### src/core/adc_result_pkg.sv
// Constants and register map for the converter result register bank
// Contract
// - Each normal slot register holds a 10-bit core result in bits 15..6, read-only to software.
// - The priority register captures each top-priority result in bits 15..6, apart from slots.
// - A new result landing before the previous one was read sets that register's overrun bit 1.
// - Reading a result register clears its overrun flag, unless a deposit lands on the same edge.
// - Every deposit of a result sets that register's stored flag at bit 0.
// - Reading the result clears the stored flag, unless a deposit lands on the same edge.
// - The monitor 0 threshold is a 10-bit field in bits 15..6, always readable, writable only while monitor 0 is disabled.
// - The threshold is compared against the register picked by the monitor 0 select field.
// - The compare runs on each store into the selected register and raises the monitor event.
// - A monitored register overwritten without reads keeps stored and overrun flags set.
package adc_result_pkg;
  localparam int          DATA_W          = 32;
  localparam int          ADDR_W          = 8;
  localparam int          RES_W           = 10;
  localparam int          RES_LSB         = 6;
  localparam int          RES_MSB         = 15;
  localparam int          OVR_BIT         = 1;
  localparam int          STORED_BIT      = 0;
  localparam int          SLOT_COUNT      = 3;
  localparam logic [7:0]  OFF_SLOT_SIX    = 8'h00;
  localparam logic [7:0]  OFF_SLOT_SEVEN  = 8'h04;
  localparam logic [7:0]  OFF_PRIORITY    = 8'h08;
  localparam logic [7:0]  OFF_THRESHOLD   = 8'h0C;
  localparam logic [7:0]  OFF_MON_CONTROL = 8'h10;
  localparam logic [7:0]  OFF_MON_STATUS  = 8'h14;
  // Monitor control fields
  localparam int          MON_EN_BIT      = 0;
  localparam int          MON_LARGER_BIT  = 1;
  localparam int          MON_SEL_LSB     = 4;
  localparam int          MON_SEL_W       = 2;
  localparam logic [1:0]  RESP_OKAY       = 2'h0;
  localparam logic [1:0]  RESP_SLVERR     = 2'h2;
  localparam logic [31:0] RESET_VALUE     = 32'h0000_0000;
  typedef enum logic [1:0] {
    SEL_SLOT_SIX  = 2'h0,
    SEL_SLOT_SEVEN = 2'h1,
    SEL_PRIORITY  = 2'h2
  } mon_sel_e;
endpackage : adc_result_pkg

### src/core/result_if.sv
// Interface carrying one result slot's deposit, read strobe and state
interface result_if;
  logic                               deposit;
  logic [adc_result_pkg::RES_W-1:0]   value_in;
  logic                               read_clear;
  logic [adc_result_pkg::RES_W-1:0]   value;
  logic                               stored;
  logic                               overrun;
  modport owner (input deposit, input value_in, input read_clear,
                 output value, output stored, output overrun);
  modport user  (output deposit, output value_in, output read_clear,
                 input value, input stored, input overrun);
endinterface : result_if

### src/core/adc_result_regs.sv
// Converter result register bank with monitor 0 compare, AXI4-Lite slave
module adc_result_regs (
  // Clock and reset
  input  wire logic        core_clk_i,
  input  wire logic        rst_n_i,
  // Converter core side
  input  wire logic        slot6_deposit_i,
  input  wire logic [9:0]  slot6_result_i,
  input  wire logic        slot7_deposit_i,
  input  wire logic [9:0]  slot7_result_i,
  input  wire logic        priority_deposit_i,
  input  wire logic [9:0]  priority_result_i,
  // Monitor event
  output logic             monitor0_event_o,
  // AXI4-Lite write address and data
  input  wire logic        s_axi_awvalid,
  output logic             s_axi_awready,
  input  wire logic [7:0]  s_axi_awaddr,
  input  wire logic        s_axi_wvalid,
  output logic             s_axi_wready,
  input  wire logic [31:0] s_axi_wdata,
  input  wire logic [3:0]  s_axi_wstrb,
  // AXI4-Lite write response
  output logic             s_axi_bvalid,
  input  wire logic        s_axi_bready,
  output logic [1:0]       s_axi_bresp,
  // AXI4-Lite read
  input  wire logic        s_axi_arvalid,
  output logic             s_axi_arready,
  input  wire logic [7:0]  s_axi_araddr,
  output logic             s_axi_rvalid,
  input  wire logic        s_axi_rready,
  output logic [31:0]      s_axi_rdata,
  output logic [1:0]       s_axi_rresp
);
  localparam int N = adc_result_pkg::SLOT_COUNT;

  result_if slot_bus [N] ();

  logic [N-1:0] deposit_v;
  logic [9:0]   result_v [N];
  logic [N-1:0] read_clear_v;
  logic [9:0]   value_v [N];
  logic [N-1:0] stored_v;
  logic [N-1:0] overrun_v;

  assign deposit_v = {priority_deposit_i, slot7_deposit_i, slot6_deposit_i};
  assign result_v[0] = slot6_result_i;
  assign result_v[1] = slot7_result_i;
  assign result_v[2] = priority_result_i;

  // priority result kept in its own slot
  genvar g;
  generate
    for (g = 0; g < N; g++) begin : g_slot
      assign slot_bus[g].deposit    = deposit_v[g];
      assign slot_bus[g].value_in   = result_v[g];
      assign slot_bus[g].read_clear = read_clear_v[g];
      assign value_v[g]   = slot_bus[g].value;
      assign stored_v[g]  = slot_bus[g].stored;
      assign overrun_v[g] = slot_bus[g].overrun;
      result_slot u_slot (
        .core_clk_i (core_clk_i),
        .rst_n_i    (rst_n_i),
        .slot       (slot_bus[g])
      );
    end
  endgenerate

  // Monitor state
  logic [9:0] monitor0_level;
  logic       monitor0_enable;
  logic       monitor0_larger;
  logic [1:0] monitor0_reg_select;
  logic       monitor0_hit;

  // Write channel: address and data latched independently
  logic        aw_held;
  logic        w_held;
  logic [7:0]  aw_addr;
  logic [31:0] w_data;
  logic [3:0]  w_strb;
  logic        wr_fire;
  logic        wr_thr;
  logic        wr_ctl;
  logic        wr_ok;
  logic        wr_thr_lanes;

  assign wr_fire = aw_held & w_held & ~s_axi_bvalid;
  assign wr_thr  = aw_addr == adc_result_pkg::OFF_THRESHOLD;
  assign wr_ctl  = aw_addr == adc_result_pkg::OFF_MON_CONTROL;
  assign wr_ok   = wr_thr | wr_ctl;
  // threshold bits 15..6 span lanes 0 and 1
  assign wr_thr_lanes = w_strb[0] & w_strb[1];

  always_ff @(posedge core_clk_i or negedge rst_n_i) begin
    if (!rst_n_i) begin
      s_axi_awready <= 1'b1;
      s_axi_wready  <= 1'b1;
      aw_held       <= 1'b0;
      w_held        <= 1'b0;
      aw_addr       <= '0;
      w_data        <= '0;
      w_strb        <= '0;
    end else begin
      if (s_axi_awvalid && s_axi_awready) begin
        aw_held       <= 1'b1;
        aw_addr       <= s_axi_awaddr;
        s_axi_awready <= 1'b0;
      end else if (wr_fire) begin
        aw_held       <= 1'b0;
      end
      if (s_axi_wvalid && s_axi_wready) begin
        w_held       <= 1'b1;
        w_data       <= s_axi_wdata;
        w_strb       <= s_axi_wstrb;
        s_axi_wready <= 1'b0;
      end else if (wr_fire) begin
        w_held       <= 1'b0;
      end
      if (s_axi_bvalid && s_axi_bready) begin
        s_axi_awready <= 1'b1;
        s_axi_wready  <= 1'b1;
      end
    end
  end

  always_ff @(posedge core_clk_i or negedge rst_n_i) begin
    if (!rst_n_i) begin
      s_axi_bvalid <= 1'b0;
      s_axi_bresp  <= adc_result_pkg::RESP_OKAY;
    end else if (wr_fire) begin
      s_axi_bvalid <= 1'b1;
      s_axi_bresp  <= wr_ok ? adc_result_pkg::RESP_OKAY : adc_result_pkg::RESP_SLVERR;
    end else if (s_axi_bready) begin
      s_axi_bvalid <= 1'b0;
    end
  end

  always_ff @(posedge core_clk_i or negedge rst_n_i) begin
    if (!rst_n_i) begin
      monitor0_level      <= '0;
      monitor0_enable     <= 1'b0;
      monitor0_larger     <= 1'b0;
      monitor0_reg_select <= '0;
    end else if (wr_fire) begin
      // threshold locked while the monitor runs
      if (wr_thr && wr_thr_lanes && !monitor0_enable) begin
        monitor0_level <= w_data[adc_result_pkg::RES_MSB:adc_result_pkg::RES_LSB];
      end
      if (wr_ctl && w_strb[0]) begin
        monitor0_enable     <= w_data[adc_result_pkg::MON_EN_BIT];
        monitor0_larger     <= w_data[adc_result_pkg::MON_LARGER_BIT];
        monitor0_reg_select <= w_data[adc_result_pkg::MON_SEL_LSB +: adc_result_pkg::MON_SEL_W];
      end
    end
  end

  // Monitor compare
  logic       sel_valid;
  logic       sel_deposit;
  logic [9:0] sel_value;
  assign sel_valid   = monitor0_reg_select <= 2'(adc_result_pkg::SEL_PRIORITY);
  assign sel_deposit = sel_valid & deposit_v[monitor0_reg_select];
  assign sel_value   = sel_valid ? result_v[monitor0_reg_select] : 10'h000;
  // compare the incoming value of the chosen register
  assign monitor0_hit = monitor0_enable & sel_deposit &
                        (monitor0_larger ? (sel_value > monitor0_level)
                                         : (sel_value < monitor0_level));

  always_ff @(posedge core_clk_i or negedge rst_n_i) begin
    if (!rst_n_i) begin
      monitor0_event_o <= 1'b0;
    end else begin
      monitor0_event_o <= monitor0_hit;
    end
  end

  // Read channel
  logic [31:0] rd_word;
  logic        rd_hit;
  logic [1:0]  rd_idx;
  logic        rd_is_slot;
  logic        ar_take;
  assign ar_take    = s_axi_arvalid & s_axi_arready;
  assign rd_is_slot = s_axi_araddr == adc_result_pkg::OFF_SLOT_SIX
                    | s_axi_araddr == adc_result_pkg::OFF_SLOT_SEVEN
                    | s_axi_araddr == adc_result_pkg::OFF_PRIORITY;
  assign rd_idx     = s_axi_araddr[3:2];

  always_comb begin
    rd_word = adc_result_pkg::RESET_VALUE;
    rd_hit  = 1'b1;
    if (rd_is_slot) begin
      rd_word[adc_result_pkg::RES_MSB:adc_result_pkg::RES_LSB] = value_v[rd_idx];
      rd_word[adc_result_pkg::OVR_BIT]    = overrun_v[rd_idx];
      rd_word[adc_result_pkg::STORED_BIT] = stored_v[rd_idx];
    end else if (s_axi_araddr == adc_result_pkg::OFF_THRESHOLD) begin
      rd_word[adc_result_pkg::RES_MSB:adc_result_pkg::RES_LSB] = monitor0_level;
    end else if (s_axi_araddr == adc_result_pkg::OFF_MON_CONTROL) begin
      rd_word[adc_result_pkg::MON_EN_BIT]     = monitor0_enable;
      rd_word[adc_result_pkg::MON_LARGER_BIT] = monitor0_larger;
      rd_word[adc_result_pkg::MON_SEL_LSB +: adc_result_pkg::MON_SEL_W] = monitor0_reg_select;
    end else begin
      rd_hit = 1'b0;
    end
  end

  // flags cleared by the read that returns them
  // AXI4-Lite reads are always full word, so slot seven needs no guard
  generate
    for (g = 0; g < N; g++) begin : g_clr
      assign read_clear_v[g] = ar_take & rd_is_slot & (rd_idx == 2'(g));
    end
  endgenerate

  always_ff @(posedge core_clk_i or negedge rst_n_i) begin
    if (!rst_n_i) begin
      s_axi_arready <= 1'b1;
      s_axi_rvalid  <= 1'b0;
      s_axi_rdata   <= '0;
      s_axi_rresp   <= adc_result_pkg::RESP_OKAY;
    end else if (ar_take) begin
      s_axi_arready <= 1'b0;
      s_axi_rvalid  <= 1'b1;
      s_axi_rdata   <= rd_word;
      s_axi_rresp   <= rd_hit ? adc_result_pkg::RESP_OKAY : adc_result_pkg::RESP_SLVERR;
    end else if (s_axi_rvalid && s_axi_rready) begin
      s_axi_rvalid  <= 1'b0;
      s_axi_arready <= 1'b1;
    end
  end
endmodule : adc_result_regs

### src/core/result_slot.sv
// One result slot: value, stored flag and overrun flag
module result_slot (
  // Clock and reset
  input  wire logic core_clk_i,
  input  wire logic rst_n_i,
  // Slot port
  result_if.owner   slot
);
  logic next_stored;
  logic next_overrun;

  // deposit sets stored, winning over a read clear
  assign next_stored  = slot.deposit | (slot.stored & ~slot.read_clear);
  // unread overwrite sets overrun; it stays while unread
  assign next_overrun = (slot.deposit & slot.stored & ~slot.read_clear)
                      | (slot.overrun & ~slot.read_clear)
                      | (slot.deposit & slot.overrun);

  always_ff @(posedge core_clk_i or negedge rst_n_i) begin
    if (!rst_n_i) begin
      slot.value   <= '0;
      slot.stored  <= 1'b0;
      slot.overrun <= 1'b0;
    end else begin
      if (slot.deposit) begin
        slot.value <= slot.value_in;
      end
      slot.stored  <= next_stored;
      slot.overrun <= next_overrun;
    end
  end
endmodule : result_slot

### config.mk
export PLATFORM = sky130hd
export DESIGN_NAME = adc_result_regs
export DESIGN_NICKNAME = d
export VERILOG_FILES = /design/src/core/adc_result_pkg.sv /design/src/core/result_if.sv /design/src/core/adc_result_regs.sv /design/src/core/result_slot.sv
export SDC_FILE = /design/constraint.sdc
export NUM_CORES = 1
export LEC_CHECK = 0
export ABC_CLOCK_PERIOD_IN_PS = 5300
export BUFFER_PORTS_ARGS = -buffer_cell sky130_fd_sc_hd__buf_4
export CORE_MARGIN = 2
export CORE_UTILIZATION = 45
export DETAILED_ROUTE_END_ITERATION = 12
export GPL_ROUTABILITY_DRIVEN = 0
export PLACE_DENSITY = 0.7
export SLEW_MARGIN = 20
export SYNTH_ARGS = -nofsm -noshare
export SYNTH_HDL_FRONTEND = slang
export SYNTH_HIERARCHICAL = 1
export SYNTH_SLANG_ARGS = --single-unit
### constraint.sdc
create_clock -name core_clk_i -period 5.3 [get_ports core_clk_i]
set_input_delay 1.325 -clock core_clk_i [delete_from_list [all_inputs] [get_ports core_clk_i]]
set_output_delay 1.325 -clock core_clk_i [all_outputs]
set_load 0.05 [all_outputs]
==> run metrics <==
final wirelength 9870 µm; first-pass GRT wire length 16,300 µm; Worst Tran Pin Value 0.897 ns; WP depth 8; # DRC 0; CTS tree done; busiest layer in global routing met2; Post-synth top flop dfrtp_1; WP buf/inv 0; Max Root-Sink Buffers 2; Commonest cells post-synth 95 x dfrtp_1, 51 x nand2_1, 47 x mux2_2; Design Power 1.95 mW; highest clock rate 299 MHz; Yosys cell types 37; Post-CTS Setup Inserts 0; max-cap violations 0; Final nets 587; Critical Path, Cell by Cell nor2b_1 -> nand2_1 -> o21ai_0 -> ha_1 -> a21oi_1 -> o21ai_0 -> a2111oi_0 -> mux2i_1; routed vias/inst 5.09; CP delay by family, top compound AO/OA/AOI/OAI gates; Post-DP HPWL 7220 µm; Die X-Extent 108 µm; count leader, synth dfrtp_1; antenna cell count 0; slowest CP cell nor2b_1; number of global-route vias before repair 3,269; core area 10,400 µm²; status finished, final reports clean; Slew Limit Fails 0; P_leak 2.63 nW; synthesized area 4860 µm²; GRT Overall Usage 0.182; die height 108 µm; min-delay worst type reg -> reg; WL per Instance 15.8 µm; Final Cycle Share 0.631; IO Count 134; Hold Path Stages 1; CTS root buf clkbuf_8; # hold bufs at CTS 0; number of antenna-violating nets in the routed design 0; PD cells 339 nW/µm²; post-cts sizing count 0; grt met1 use 0.240; H-tree Lvls 3; Ys Warns 6; Fin. Hold Viols 0; Crit Path Class reg -> reg; DR vias 3,189; TritonCTS Buffers 9; Power Internal 1.35 mW; Post-Syn Area per Cell 12.2 µm²; Worst Setup End Kind register; Worst R2R Path Depth 8; area delta synth->final 18.4%; post-synthesis sequential area ratio 0.506; CP Max Fanout 15; net switching power 598 µW; initial antenna violation count 0; Slew HR 0.401; Die ar. 11,600 µm²; most used cell, CP o21ai_0; first-pass detailed-route iteration total 4; Initial Utilization 0.466; fin crit period 3.34 ns; share of cells above drive strength 1 0.400; Post-Syn Instances 397; leading area contributor after synthesis dfrtp_1; initial drt markers 106; max incr delay on CP 0.84 ns; Skew-Pair Late Insertion Delay 0.36 ns; setup violators final 0; number of flops mapped to enable cells by yosys 0; largest net degree at the start of global routing 55; RSZ-0062 raised after global routing false; met3 Use GR 0.0442; Synth top area share 0.490; Worst Skew 0.0122 ns; CTS clk-pin slew, worst paths 0.10 ns; Layout fillers 904; total negative slack 0 ns; met2 Use GR 0.293; number of core rows 37; combinational share of power 0.245; Port Buffers 93; Synth area leaders dfrtp_1 49%, mux2_2 11%, mux2_4 6.5%; Clk pwr share 0.246; TritonCTS Sinks 98; Synth async-reset ratio 1.00; worst endpoint required time 5.59 ns; VDD IR max 229 µV; register bit total from synthesis 98; Critical Path AT 3.63 ns; Sw Ratio 0.307; startpoint types register; sequential share of power 0.509; grt ovf 0
[registers in the layout, summed over array words and instances, names as in the netlist, 2 cells and up]
name	cells
aw_addr	8
g_slot.u_slot/slot.value	30
monitor0_level	10
g_slot.u_slot/slot.stored	3
monitor0_reg_select	2
w_data	14
s_axi_rdata	14
w_strb	2
g_slot.u_slot/slot.overrun	3
[layer usage]
metal / part of all wire / routed length, µm
met1: 0.45 / 4430
met2: 0.46 / 4570
met3: 0.071 / 700
met4: 0.017 / 168
met5: 0 / 0
[through the flow]
step,instance area (µm²),setup slack (ns),hold slack (ns),utilization,cells
floorplan,4930,2.50,0.472,-,416
global placement,5560,1.98,0.464,0.534,610
detailed placement,5560,1.95,0.468,0.534,610
CTS,5750,1.92,0.491,0.552,626
global route,5750,1.67,0.510,0.552,626
finish,5750,1.96,0.488,0.552,626
[worst reg2reg max path: cells and delay by family, from the launching register on]
kind | cells | cell delay [ns]
AOI/OAI and AO/OA | 4 | 1.03
adders and majority gates | 1 | 0.30
and+or+nand+nor | 2 | 0.98
muxes | 1 | 0.26
DFF | 1 | 0.70
[worst paths after layout]
| path | startpoint | to | slack [ns] |
|---|---|---|---|
| worst max-delay path | monitor0_reg_select[1]$_DFFE_PN0P_ | monitor0_event_o$_DFF_PN0_ | 1.96 |
| worst min-delay path | s_axi_rresp[1]$_DFFE_PN0P_ | s_axi_rresp[1]$_DFFE_PN0P_ | 0.49 |
| worst max register to register | monitor0_reg_select[1]$_DFFE_PN0P_ | monitor0_event_o$_DFF_PN0_ | 1.96 |
| worst min register to register | s_axi_rresp[1]$_DFFE_PN0P_ | s_axi_rresp[1]$_DFFE_PN0P_ | 0.49 |
| max in group asynchronous | rst_n_i | aw_addr[1]$_DFFE_PN0P_ | 3.27 |
| min in group asynchronous | rst_n_i | s_axi_rdata[11]$_DFFE_PN0P_ | 0.99 |
[logic make-up (layout without fill, tap and decap cells)]
group	Yosys count	after routing	share of synthesized area
other	1	20	0.000772
multiplexers	93	93	0.251
adder cells (fa/ha/maj)	10	10	0.0258
flip-flops	98	98	0.506
AND/OR/NAND/NOR	90	90	0.0917
buffers and inverters	55	129	0.0649
AO/OA/AOI/OAI	50	50	0.0598
[power groups by stage]
stage	clock (mW)	sequential [mW]	combinational, mW
2_1_floorplan	0	1.05	0.301
4_1_cts	0.497	0.994	0.484
6_report	0.480	0.993	0.478
3_5_place_dp	0	1.01	0.483
5_1_grt	0.531	1.02	0.522
3_3_place_gp	0	1.00	0.472
[cells in the final DEF, fill, tap and decap left out, drive strengths merged, types with 3 or more instances in the layout]
master	Yosys	routed
mux2	68	68
inv	19	21
nand3	9	9
conb	1	20
o21ai	33	33
nand2	51	51
mux4	10	10
buf	30	94
mux2i	15	15
ha	10	10
nor2	7	7
a21o	4	4
clkbuf	6	10
nor3	4	4
dfrtp	95	95
a21oi	4	4
dfstp	3	3
nand3b	5	5
nor2b	4	4
nand2b	4	4
[final cells by class]
class / instances / area, µm² / area share
clock buffers: 10 / 128 / 0.0222
clock inverters: 6 / 65.1 / 0.0113
inverters: 19 / 71.3 / 0.0124
multi-input cells: 263 / 2160 / 0.375
flip-flops and latches: 98 / 2460 / 0.427
well taps: 136 / 170 / 0.0296
repair buffers: 94 / 706 / 0.123
(Power assumes the default switching activity.)
